[config.mk]
export PLATFORM = sky130hd
export DESIGN_NAME = adcsq_run_ctrl
export DESIGN_NICKNAME = d
export VERILOG_FILES = /design/src/design/adcsq_pkg.sv /design/src/design/adcsq_run_ctrl.sv
export VERILOG_INCLUDE_DIRS = /design/src /design/src/design
export SDC_FILE = /design/constraint.sdc
export NUM_CORES = 1
export LEC_CHECK = 0
export BUFFER_PORTS_ARGS = -buffer_cell sky130_fd_sc_hd__buf_2
export CAP_MARGIN = 20
export CORE_MARGIN = 2
export CORE_UTILIZATION = 56
export CTS_BUF_LIST = sky130_fd_sc_hd__clkbuf_16
export DETAILED_ROUTE_END_ITERATION = 6
export PLACE_DENSITY = 0.8
export SLEW_MARGIN = 20
export SYNTH_ARGS = -nofsm -noshare
export SYNTH_HDL_FRONTEND = slang
export SYNTH_SLANG_ARGS = --single-unit
[constraint.sdc]
create_clock -name CLK -period 3.2 [get_ports CLK]
set_clock_uncertainty 0.15 [all_clocks]
set_input_delay 0.48 -clock CLK [delete_from_list [all_inputs] [get_ports CLK]]
set_output_delay 0.48 -clock CLK [all_outputs]
set_load 0.01 [all_outputs]
[src/design/adcsq_defs.svh]
// offsets, field positions and reset values of the sequencer run control
`ifndef ADCSQ_DEFS_SVH
`define ADCSQ_DEFS_SVH
`define ADCSQ_OFS_CTRL1 4'h0
`define ADCSQ_OFS_CTRL2 4'h1
`define ADCSQ_OFS_MAXCONV 4'h2
`define ADCSQ_OFS_STAT 4'h3
`define ADCSQ_OFS_IRQ_ST 4'h4
`define ADCSQ_OFS_IRQ_MSK 4'h5
`define ADCSQ_C1_CONT 6
`define ADCSQ_C1_OVRD 5
`define ADCSQ_C1_CASC 4
`define ADCSQ_C1_MASK 16'h0070
`define ADCSQ_C2_CASC_B 15
`define ADCSQ_C2_RST1 14
`define ADCSQ_C2_SOC1 13
`define ADCSQ_C2_PWMA1 8
`define ADCSQ_C2_PIN1 7
`define ADCSQ_C2_RST2 6
`define ADCSQ_C2_SOC2 5
`define ADCSQ_C2_PWMB2 0
`define ADCSQ_C2_MASK 16'hEDED
`define ADCSQ_RST16 16'h0000
`define ADCSQ_CONV_CYC 4'h4
`endif

[src/design/adcsq_pkg.sv]
// types of the sequencer run control
package adcsq_pkg;
  typedef enum logic [1:0] {
    ADCSQ_IDLE = 2'b00,
    ADCSQ_CONV = 2'b01,
    ADCSQ_STEP = 2'b10
  } adcsq_state_t;
endpackage

[src/design/adcsq_run_ctrl.sv]
// autoconversion sequencer run control with register port and interrupt
`timescale 1ns/1ps
`include "adcsq_defs.svh"
module adcsq_run_ctrl
  import adcsq_pkg::*;
#(
  parameter logic [3:0] CONV_CYCLES = `ADCSQ_CONV_CYC
) (
  input wire logic CLK,
  input wire logic RST_N,
  input wire logic [3:0] ADDR,
  input wire logic [15:0] WDATA,
  input wire logic WR,
  input wire logic RD,
  output logic [15:0] RDATA,
  input wire logic PWM_TRIG_A,
  input wire logic PWM_TRIG_B,
  input wire logic PIN_TRIG,
  output logic [3:0] UNIT_ONE_STATE,
  output logic [3:0] UNIT_TWO_STATE,
  output logic UNIT_ONE_BUSY,
  output logic UNIT_TWO_BUSY,
  output logic CONV_START,
  output logic [3:0] CONV_INDEX,
  output logic IRQ
);

  // control registers
  logic [15:0] ctrl1_ff;
  logic [15:0] ctrl2_ff;
  logic [7:0] maxconv_ff;
  logic [1:0] irq_st_ff;
  logic [1:0] irq_msk_ff;
  logic [15:0] rdata_ff;
  logic pin_s1_ff;
  logic pin_s2_ff;
  logic pin_d_ff;

  wire wr_c1 = WR && (ADDR == `ADCSQ_OFS_CTRL1);
  wire wr_c2 = WR && (ADDR == `ADCSQ_OFS_CTRL2);
  wire wr_mx = WR && (ADDR == `ADCSQ_OFS_MAXCONV);
  wire wr_is = WR && (ADDR == `ADCSQ_OFS_IRQ_ST);
  wire wr_im = WR && (ADDR == `ADCSQ_OFS_IRQ_MSK);

  wire cont = ctrl1_ff[`ADCSQ_C1_CONT];
  wire ovrd = ctrl1_ff[`ADCSQ_C1_OVRD];
  wire casc = ctrl1_ff[`ADCSQ_C1_CASC];

  // software reset pulses; reset beats start written beside it
  wire rst1 = wr_c2 && WDATA[`ADCSQ_C2_RST1];
  wire rst2 = wr_c2 && WDATA[`ADCSQ_C2_RST2] && !casc;
  wire sw1 = wr_c2 && WDATA[`ADCSQ_C2_SOC1] && !WDATA[`ADCSQ_C2_RST1];
  wire sw2 = wr_c2 && WDATA[`ADCSQ_C2_SOC2] && !WDATA[`ADCSQ_C2_RST2];

  // pin passes two flops, then a rising edge detector on the second
  wire pin_rise = pin_s2_ff && !pin_d_ff;

  // control-two trigger enables as named fields
  wire casc_b_en = ctrl2_ff[`ADCSQ_C2_CASC_B];
  wire pwm_a1_en = ctrl2_ff[`ADCSQ_C2_PWMA1];
  wire pin1_en = ctrl2_ff[`ADCSQ_C2_PIN1];
  wire pwm_b2_en = ctrl2_ff[`ADCSQ_C2_PWMB2];

  wire src_pwm_a = PWM_TRIG_A && pwm_a1_en;
  wire src_pin = pin_rise && pin1_en;
  // the b trigger feeds unit one only while the units are merged
  wire src_casc_b = PWM_TRIG_B && casc_b_en && casc;
  wire hw1 = src_pwm_a || src_pin || src_casc_b;
  wire hw2 = PWM_TRIG_B && pwm_b2_en && !casc;
  wire trig1 = (sw1 || hw1) && !rst1;
  wire trig2 = (sw2 || hw2) && !rst2 && !casc;

  // per-unit state machines: unit one also serves as the merged unit
  adcsq_state_t st_ff [2];
  logic [3:0] pos_ff [2];
  logic [3:0] cnt_ff [2];
  logic [3:0] done_ff [2];
  logic pend_ff [2];
  logic eos_ev [2];
  logic [1:0] go;
  logic [1:0] trg;
  logic [1:0] srst;

  assign trg = {trig2, trig1};
  assign srst = {rst2, rst1};

  // unit two takes the converter only when unit one is idle and not about to start
  assign go[0] = 1'b1;
  assign go[1] = !casc && (st_ff[0] == ADCSQ_IDLE) && !trg[0] && !pend_ff[0];

  genvar u;
  generate
    for (u = 0; u < 2; u = u + 1) begin : g_unit
      wire [3:0] base = (u == 1) ? 4'h8 : 4'h0;
      wire [3:0] last_phys = casc ? 4'hF : (base + 4'h7);
      wire [3:0] max_cnt = (u == 0 && casc) ? maxconv_ff[3:0] : {1'b0, maxconv_ff[2:0]};
      // sequence ends at max count unless override with continuous-run extends it to the last state
      wire at_end = (cont && ovrd) ? (pos_ff[u] == last_phys)
        : ((done_ff[u] == max_cnt) || (pos_ff[u] == last_phys));
      wire [3:0] wrap_pos = (pos_ff[u] == last_phys) ? base : pos_ff[u] + 4'h1;
      wire active = (u == 0) || !casc;
      adcsq_state_t nxt_st;
      logic [3:0] nxt_pos;
      logic [3:0] nxt_cnt;
      logic [3:0] nxt_done;
      logic nxt_pend;
      logic ev;

      always_comb begin
        nxt_st = st_ff[u];
        nxt_pos = pos_ff[u];
        nxt_cnt = cnt_ff[u];
        nxt_done = done_ff[u];
        nxt_pend = pend_ff[u];
        ev = 1'b0;
        case (st_ff[u])
          ADCSQ_IDLE: begin
            if ((trg[u] || pend_ff[u]) && go[u] && active) begin
              nxt_st = ADCSQ_CONV;
              nxt_cnt = 4'h0;
              nxt_pend = 1'b0;
            end else if (trg[u] && active) begin
              nxt_pend = 1'b1;
            end
          end
          ADCSQ_CONV: begin
            if (trg[u]) begin
              nxt_pend = 1'b1;
            end
            if (cnt_ff[u] == CONV_CYCLES - 4'h1) begin
              nxt_st = ADCSQ_STEP;
            end else begin
              nxt_cnt = cnt_ff[u] + 4'h1;
            end
          end
          ADCSQ_STEP: begin
            if (trg[u]) begin
              nxt_pend = 1'b1;
            end
            if (at_end) begin
              ev = 1'b1;
              nxt_done = 4'h0;
              // continuous-run is sampled only here
              if (cont && !ovrd) begin
                nxt_pos = base;
                nxt_st = ADCSQ_CONV;
              end else if (cont) begin
                nxt_pos = wrap_pos;
                nxt_st = ADCSQ_CONV;
              end else begin
                nxt_pos = wrap_pos;
                nxt_st = ADCSQ_IDLE;
              end
            end else begin
              nxt_pos = pos_ff[u] + 4'h1;
              nxt_done = done_ff[u] + 4'h1;
              nxt_st = ADCSQ_CONV;
            end
            nxt_cnt = 4'h0;
          end
          default: nxt_st = ADCSQ_IDLE;
        endcase
        if (srst[u] || (u == 1 && casc)) begin
          nxt_st = ADCSQ_IDLE;
          nxt_pos = base;
          nxt_cnt = 4'h0;
          nxt_done = 4'h0;
          nxt_pend = 1'b0;
        end
      end

      assign eos_ev[u] = ev && !srst[u];

      // one short process per field of the unit
      always_ff @(posedge CLK) begin
        if (!RST_N) begin
          st_ff[u] <= ADCSQ_IDLE;
        end else begin
          st_ff[u] <= nxt_st;
        end
      end

      always_ff @(posedge CLK) begin
        if (!RST_N) begin
          pos_ff[u] <= base;
        end else begin
          pos_ff[u] <= nxt_pos;
        end
      end

      always_ff @(posedge CLK) begin
        if (!RST_N) begin
          cnt_ff[u] <= 4'h0;
        end else begin
          cnt_ff[u] <= nxt_cnt;
        end
      end

      always_ff @(posedge CLK) begin
        if (!RST_N) begin
          done_ff[u] <= 4'h0;
        end else begin
          done_ff[u] <= nxt_done;
        end
      end

      always_ff @(posedge CLK) begin
        if (!RST_N) begin
          pend_ff[u] <= 1'b0;
        end else begin
          pend_ff[u] <= nxt_pend;
        end
      end
    end
  endgenerate

  // register writes; start bits are shown by the pending flags instead
  wire [15:0] nxt_ctrl1 = WDATA & `ADCSQ_C1_MASK;
  wire [15:0] c2_keep = `ADCSQ_C2_MASK & ~(16'h0001 << `ADCSQ_C2_RST1)
    & ~(16'h0001 << `ADCSQ_C2_SOC1) & ~(16'h0001 << `ADCSQ_C2_RST2)
    & ~(16'h0001 << `ADCSQ_C2_SOC2);
  wire [15:0] nxt_ctrl2 = WDATA & c2_keep;
  wire [15:0] c2_view = ctrl2_ff
    | ({15'h0000, pend_ff[0]} << `ADCSQ_C2_SOC1)
    | ({15'h0000, pend_ff[1]} << `ADCSQ_C2_SOC2);
  wire [7:0] nxt_maxconv = WDATA[7:0];
  wire [1:0] nxt_irq_msk = WDATA[1:0];

  // status sources
  wire busy_one = st_ff[0] != ADCSQ_IDLE;
  wire busy_two = st_ff[1] != ADCSQ_IDLE;
  wire [1:0] irq_clr = WDATA[1:0] & {2{wr_is}};
  wire [1:0] irq_set = {eos_ev[1], eos_ev[0]};
  // a clear written in the cycle of a new end event loses, so no event is missed
  wire [1:0] nxt_irq_st = (irq_st_ff & ~irq_clr) | irq_set;
  wire [15:0] stat_view = {pos_ff[1], pos_ff[0], 6'h00, busy_two, busy_one};

  // read selection as one-hot hits, unmapped indices read zero
  wire hit_c1 = ADDR == `ADCSQ_OFS_CTRL1;
  wire hit_c2 = ADDR == `ADCSQ_OFS_CTRL2;
  wire hit_mx = ADDR == `ADCSQ_OFS_MAXCONV;
  wire hit_st = ADDR == `ADCSQ_OFS_STAT;
  wire hit_is = ADDR == `ADCSQ_OFS_IRQ_ST;
  wire hit_im = ADDR == `ADCSQ_OFS_IRQ_MSK;
  wire [15:0] rd_mux = ({16{hit_c1}} & ctrl1_ff)
    | ({16{hit_c2}} & c2_view)
    | ({16{hit_mx}} & {8'h00, maxconv_ff})
    | ({16{hit_st}} & stat_view)
    | ({16{hit_is}} & {14'h0000, irq_st_ff})
    | ({16{hit_im}} & {14'h0000, irq_msk_ff});
  // read data is zero outside its answer cycle so that ports can be or-ed
  wire [15:0] nxt_rdata = RD ? rd_mux : `ADCSQ_RST16;

  always_ff @(posedge CLK) begin
    if (!RST_N) begin
      ctrl1_ff <= `ADCSQ_RST16;
    end else if (wr_c1) begin
      ctrl1_ff <= nxt_ctrl1;
    end
  end

  always_ff @(posedge CLK) begin
    if (!RST_N) begin
      ctrl2_ff <= `ADCSQ_RST16;
    end else if (wr_c2) begin
      ctrl2_ff <= nxt_ctrl2;
    end
  end

  always_ff @(posedge CLK) begin
    if (!RST_N) begin
      maxconv_ff <= 8'h00;
    end else if (wr_mx) begin
      maxconv_ff <= nxt_maxconv;
    end
  end

  always_ff @(posedge CLK) begin
    if (!RST_N) begin
      irq_msk_ff <= 2'b00;
    end else if (wr_im) begin
      irq_msk_ff <= nxt_irq_msk;
    end
  end

  always_ff @(posedge CLK) begin
    if (!RST_N) begin
      irq_st_ff <= 2'b00;
    end else begin
      irq_st_ff <= nxt_irq_st;
    end
  end

  always_ff @(posedge CLK) begin
    if (!RST_N) begin
      rdata_ff <= `ADCSQ_RST16;
    end else begin
      rdata_ff <= nxt_rdata;
    end
  end

  // pin synchroniser; the third flop only feeds the edge detector
  always_ff @(posedge CLK) begin
    if (!RST_N) begin
      pin_s1_ff <= 1'b0;
      pin_s2_ff <= 1'b0;
      pin_d_ff <= 1'b0;
    end else begin
      pin_s1_ff <= PIN_TRIG;
      pin_s2_ff <= pin_s1_ff;
      pin_d_ff <= pin_s2_ff;
    end
  end

  assign RDATA = rdata_ff;
  assign UNIT_ONE_STATE = pos_ff[0];
  assign UNIT_TWO_STATE = pos_ff[1];
  assign UNIT_ONE_BUSY = busy_one;
  assign UNIT_TWO_BUSY = busy_two;
  // unit two's slot start is hidden while unit one holds the converter
  wire start_one = (st_ff[0] == ADCSQ_CONV) && (cnt_ff[0] == 4'h0);
  wire start_two = (st_ff[1] == ADCSQ_CONV) && (cnt_ff[1] == 4'h0) && !busy_one;
  assign CONV_START = start_one || start_two;
  assign CONV_INDEX = busy_one ? pos_ff[0] : pos_ff[1];
  assign IRQ = |(irq_st_ff & irq_msk_ff);

endmodule // adcsq_run_ctrl

==> results of run 1 <==
[where the power goes]
| part | switching (uW) | total [uW] | internal [uW] |
|---|---|---|---|
| clock | 366 | 1090 | 723 |
| sequential | 20.2 | 940 | 920 |
| combinational | 195 | 316 | 121 |
[sequential cells by signal, indices dropped and copies added (netlist names), 2 cells and up]
| register | flops |
|---|---|
| ctrl1_ff | 3 |
| st_ff | 4 |
| RDATA | 16 |
| ctrl2_ff | 8 |
| irq_msk_ff | 2 |
| pos_ff | 8 |
| cnt_ff | 8 |
| irq_st_ff | 2 |
| pend_ff | 2 |
| maxconv_ff | 8 |
| done_ff | 8 |
[metrics by stage]
stage	instance area, um^2	util [%]	setup slack (ns)	total power [uW]
after floorplan	3460	-	0.543	1180
after global placement	3800	63.8	0.355	1260
after detailed placement	3800	63.8	0.319	1270
after CTS	4130	69.4	0.639	2350
after global routing	4130	69.4	0.472	2430
final	4130	69.4	0.611	2350
[path summary, 6_finish.rpt]
kind / start / cells after the start / slack (ns) / to
worst max-delay path: st_ff[0][0] / 7 / 0.61 / cnt_ff[1][3]
worst min-delay path: PIN_TRIG / 2 / 0.22 / pin_s1_ff
worst max register to register: st_ff[0][0] / 7 / 0.61 / cnt_ff[1][3]
worst min register to register: pin_s1_ff / 1 / 0.30 / pin_s2_ff
[layout make-up]
| type | count | area [um^2] | share of cell area, % |
|---|---|---|---|
| clock buffers | 10 | 250 | 6.06 |
| flip-flops and latches | 72 | 1450 | 35.1 |
| inverters | 20 | 75.1 | 1.82 |
| multi-input cells | 301 | 1860 | 45.1 |
| repair buffers | 61 | 318 | 7.69 |
| well taps | 75 | 93.8 | 2.27 |
| clock inverters | 5 | 78.8 | 1.91 |
[worst max-delay path, cell delays in order (launching register included)]
cell and delay (ns):
dfxtp_1 0.34, inv_1 0.09, ha_1 0.42, nor2b_1 0.25
a21oi_1 0.09, a311o_1 0.45, or4_1 0.53, a31oi_1 0.16
[cell families after synthesis]
kind of cell    after synthesis  share of synthesized area, %
compound gates               91                          16.9
xor+xnor                     14                          3.54
fa+ha+maj                    16                          5.78
buf+inv                      37                          4.44
flops                        72                          41.9
mux                          11                          3.43
simple gates                169                          24.0
[cells in the final DEF, fill, tap and decap left out, types with 8 or more instances in the layout]
master,Yosys,routed
nor2_1,36,36
nand2_1,54,54
nand3_1,28,28
clkbuf_16,0,10
inv_1,20,20
a21oi_1,40,40
buf_2,3,56
o21ai_0,10,10
xor2_1,8,8
dfxtp_1,71,71
a22oi_1,15,15
ha_1,16,16
[per-layer routing]
layer,track usage [%],vias up,share of wire [%]
met5,0,-,0
met4,10.2,0,2.2
met3,8.70,18,8.8
met2,43.3,150,48
met1,32.3,1511,41
li1,-,1564,-
==> flow_summary_export.csv, run 1 <==
group,metric,value,unit
yosys,synth_warnings,0,
global_routing,grt_max_degree,24,
yosys,avgSynthCellArea,8.45,um^2
yosys,yosys-top-cells-area,"dfxtp_1 (41%), nand2_1 (5.9%), a21oi_1 (5.8%), ha_1 (5.8%), nand3_1 (4.0%)",
clock_tree,clock_latency,0.33,ns
yosys,synth_top_area_share,41.0,%
route,routed_via_density,5.96,
clock_tree,numCtsBuffers,9,
route,drcViolationCount,0,
clock_tree,cts_buffer_depth,2,
yosys,ys_async_sr_fraction,0,%
cells_and_area,drive_gt1_share,19.2,%
power_and_ir_drop,p_per_area,568,nW/um^2
route,firstDrtPassIters,4,
floorplanning,coreArea,5960,um^2
place,port_buffers,56,
timing,max_freq,386,MHz
clock_tree,path_clk_slew,0.05,ns
cells_and_area,fillCellCount,456,
place,dp_hpwl,6190,um
clock_tree,cts_root_buf,"clkbuf_16",
clock_tree,post_cts_buffers,0,
yosys,postSynthCellCount,410,
timing,final.min_clock_period,2.59,ns
yosys,synth_seq_cells,72,
cells_and_area,fin_nets,508,
clock_tree,htreeDepth,3,
yosys,synth_edf_count,1,
worst_hold_path,hp-class,"primary input to flop",
cells_and_area,fin_cells,544,
worst_setup_path,critPathKind,"flop to flop",
worst_setup_path,arrival,2.69,ns
timing,finalSetupViolCount,0,
route,vias,3243,
timing,hold_ws,0.221,ns
yosys,ys_seq_area_share,41.9,%
worst_setup_path,critPathMaxFanout,10,
timing,tightest_slew,0.693,ns
cells_and_area,area_growth_syn_to_layout,19.3,%
yosys,synth_area,3460,um^2
route,ant_nets,0,
clock_tree,cts-resized-gates,0,
route,wirelength,8540,um
timing,hold_viol,0,
worst_setup_path,cp-end-kind,"flop",
timing,slew_headroom,53.2,%
floorplanning,fp.dieW,82.6,um
floorplanning,fp.dieH,82.6,um
timing,setup_tns,0,ns
timing,period_share,80.9,%
yosys,synth.distinct_cells,52,
worst_setup_path,worstSetupStartpointType,"flop",
timing,rsz0062_at_grt,"false",
route,drt-wirelength-per-cell,15.7,um
power_and_ir_drop,power_leakage,0.00175,uW
yosys,syn-num-nets,453,
job,maxCapViolCount,0,
floorplanning,start_util,58.2,%
global_routing,grt.total_usage,26.5,%
yosys,yosys_most_used_dff,"dfxtp_1",
global_routing,grt_pass1_vias,2939,
floorplanning,row_count,28,
global_routing,grt_pass1_wl,13700,um
yosys,synth_top_area_cell,"dfxtp_1",
clock_tree,ctsHoldBuffers,0,
yosys,yosysMostFrequentCell,"dfxtp_1",
yosys,synth_common_cells,"dfxtp_1 (71), nand2_1 (54), a21oi_1 (40)",
global_routing,grt-ovfl-total,0,
clock_tree,cts_tree,"yes",
timing,finalMaxSlewViolations,0,
status,status,"completed",
place,dp_cells,529,
floorplanning,dieArea,6830,um^2
floorplanning,ios,59,
place,place.gp.congestion,0.872,
route,drt-initial-drc-count,192,
cells_and_area,antenna_cells,0,
clock_tree,clock-sinks,72,
worst_setup_path,cp.required,3.30,ns
power_and_ir_drop,ir_worst_vdd,0.393,mV
global_routing,antenna_found_initial,0,
(Power assumes the default switching activity.)
==> run 2, diff against run 1 <==
CORE_UTILIZATION = 50   (was 56)
PLACE_DENSITY = 0.75   (was 0.8)
clock period = 2.3 ns   (was 3.2 ns; I/O delays follow)
==> flow_summary_export.csv, run 2 (synthesized netlist as in run 1, its figures left out) <==
group,metric,value,unit
worst_setup_path,cp.required,2.41,ns
cells_and_area,utilization,63.6,%
timing,finalMaxSlewViolations,0,
floorplanning,ios,59,
floorplanning,row_count,30,
cells_and_area,final_common_cell,"dfxtp_1",
route,routed_via_density,5.78,
place,port_buffers,56,
cells_and_area,stdcell_area,4300,um^2
route,firstDrtPassIters,5,
power_and_ir_drop,ir_worst_vdd,0.455,mV
timing,slew_headroom,53.0,%
timing,period_share,96.3,%
timing,hold_viol,0,
route,wirelength,9040,um
power_and_ir_drop,power_leakage,0.00184,uW
global_routing,grt-ovfl-total,0,
place,place_area,3960,um^2
floorplanning,start_util,51.3,%
worst_setup_path,critPathKind,"flop to flop",
route,drcViolationCount,0,
cells_and_area,antenna_cells,0,
floorplanning,coreArea,6760,um^2
worst_setup_path,worstSetupStartpointType,"flop",
clock_tree,clock-sinks,72,
route,drt-wirelength-per-cell,15.9,um
cells_and_area,fin_cells,569,
cells_and_area,drive_gt1_share,22.9,%
timing,finalSetupViolCount,0,
floorplanning,fp.dieW,87.2,um
cells_and_area,largest_reg_flops,16,
route,met3_wirelength,538,um
global_routing,grt_pass1_vias,3088,
clock_tree,path_clk_slew,0.06,ns
cells_and_area,fillCellCount,561,
global_routing,grt.total_usage,24.6,%
route,drt-initial-drc-count,241,
route,ant_nets,0,
power_and_ir_drop,p_per_area,787,nW/um^2
place,dp_cells,554,
clock_tree,cts_root_buf,"clkbuf_16",
cells_and_area,area_growth_syn_to_layout,24.0,%
timing,rsz0062_at_grt,"false",
worst_setup_path,critPathMaxFanout,6,
clock_tree,clock_latency,0.33,ns
timing,max_freq,452,MHz
clock_tree,post_cts_buffers,0,
timing,tightest_slew,0.705,ns
global_routing,grt_pass1_wl,14600,um
place,dp_hpwl,6500,um
route,vias,3290,
job,maxCapViolCount,0,
worst_hold_path,min_from,"PIN_TRIG",
cells_and_area,seqCellArea,1450,um^2
global_routing,grt_max_degree,24,
worst_hold_path,hp-class,"primary input to flop",
worst_setup_path,r2r-start,"st_ff[0][0]",
cells_and_area,fin_nets,528,
clock_tree,numCtsBuffers,9,
floorplanning,fp.dieH,87.2,um
timing,setup_tns,0,ns
route,m1WireLength,3880,um
global_routing,antenna_found_initial,0,
timing,final.min_clock_period,2.21,ns
cells_and_area,multiInputGateArea,1870,um^2
status,status,"completed",
route,top_layer_used,"met4",
clock_tree,htreeDepth,3,
clock_tree,cts_tree,"yes",
timing,hold_ws,0.0733,ns
place,place.gp.congestion,0.887,
worst_setup_path,crit_start,"st_ff[0][0]",
worst_setup_path,arrival,2.32,ns
route,dr_wl_met2,4400,um
clock_tree,cts_buffer_depth,2,
floorplanning,dieArea,7610,um^2
worst_setup_path,cp-end-kind,"flop",
cells_and_area,layout_common_cells,"dfxtp_1 (71), buf_2 (56), nand2_1 (54), a21oi_1 (40), nor2_1 (36)",
run 2: cell types whose count changed in the layout (fill, tap and decap cells not counted), sizes merged:
cell,before,now
bufinv,2,3
clkbuf,10,9
buf,61,81
run 2: area by class of cell:
class / count / share of cell area [%]
timing repair buffer: 81 / 10.9
multi-input combinational: 301 / 43.5
tap: 80 / 2.33
clock inverter: 6 / 2.53
inverter: 20 / 1.75
clock buffer: 9 / 5.24
sequential: 72 / 33.8
run 2: timing repair:
item / CTS / global route
hold buffers: 0 / 0
setup endpoints to repair: 0 / 1
gates resized for setup: 0 / 2
run 2: where the power goes:
part	switching [uW]	total, uW	internal (uW)	leakage [uW]
combinational	292	502	210	0.00109
sequential	27.3	1310	1280	0.000585
clock	521	1570	1050	0.000165
run 2: critical path, cell delays in order (launching register included):
cell	delay, ns
dfxtp_1	0.34
inv_1	0.10
ha_1	0.17
nor2b_1	0.20
a21oi_1	0.11
a311o_1	0.41
or4_1	0.49
a21oi_1	0.15
run 2: stage by stage:
| step | setup slack (ns) | total power, uW |
|---|---|---|
| 2_1_floorplan | -0.203 | 1660 |
| 3_3_place_gp | -0.120 | 1800 |
| 3_5_place_dp | -0.128 | 1810 |
| 4_1_cts | 0.0901 | 3380 |
| 5_1_grt | 0.0314 | 3500 |
| 6_report | 0.0862 | 3380 |
run 2: layer usage:
layer  global-route usage, %  vias up
met4                    10.5        0
met1                    30.1     1543
li1                        -     1602
met5                       0        -
met3                    5.21       19
met2                    41.8      126
run 2: worst paths after layout:
kind,slack (ns),depth (start not counted),endpoint
max,0.09,7,st_ff[1][0]
min,0.07,2,pin_s1_ff
max reg2reg,0.09,7,st_ff[1][0]
min reg2reg,0.29,1,pin_s2_ff
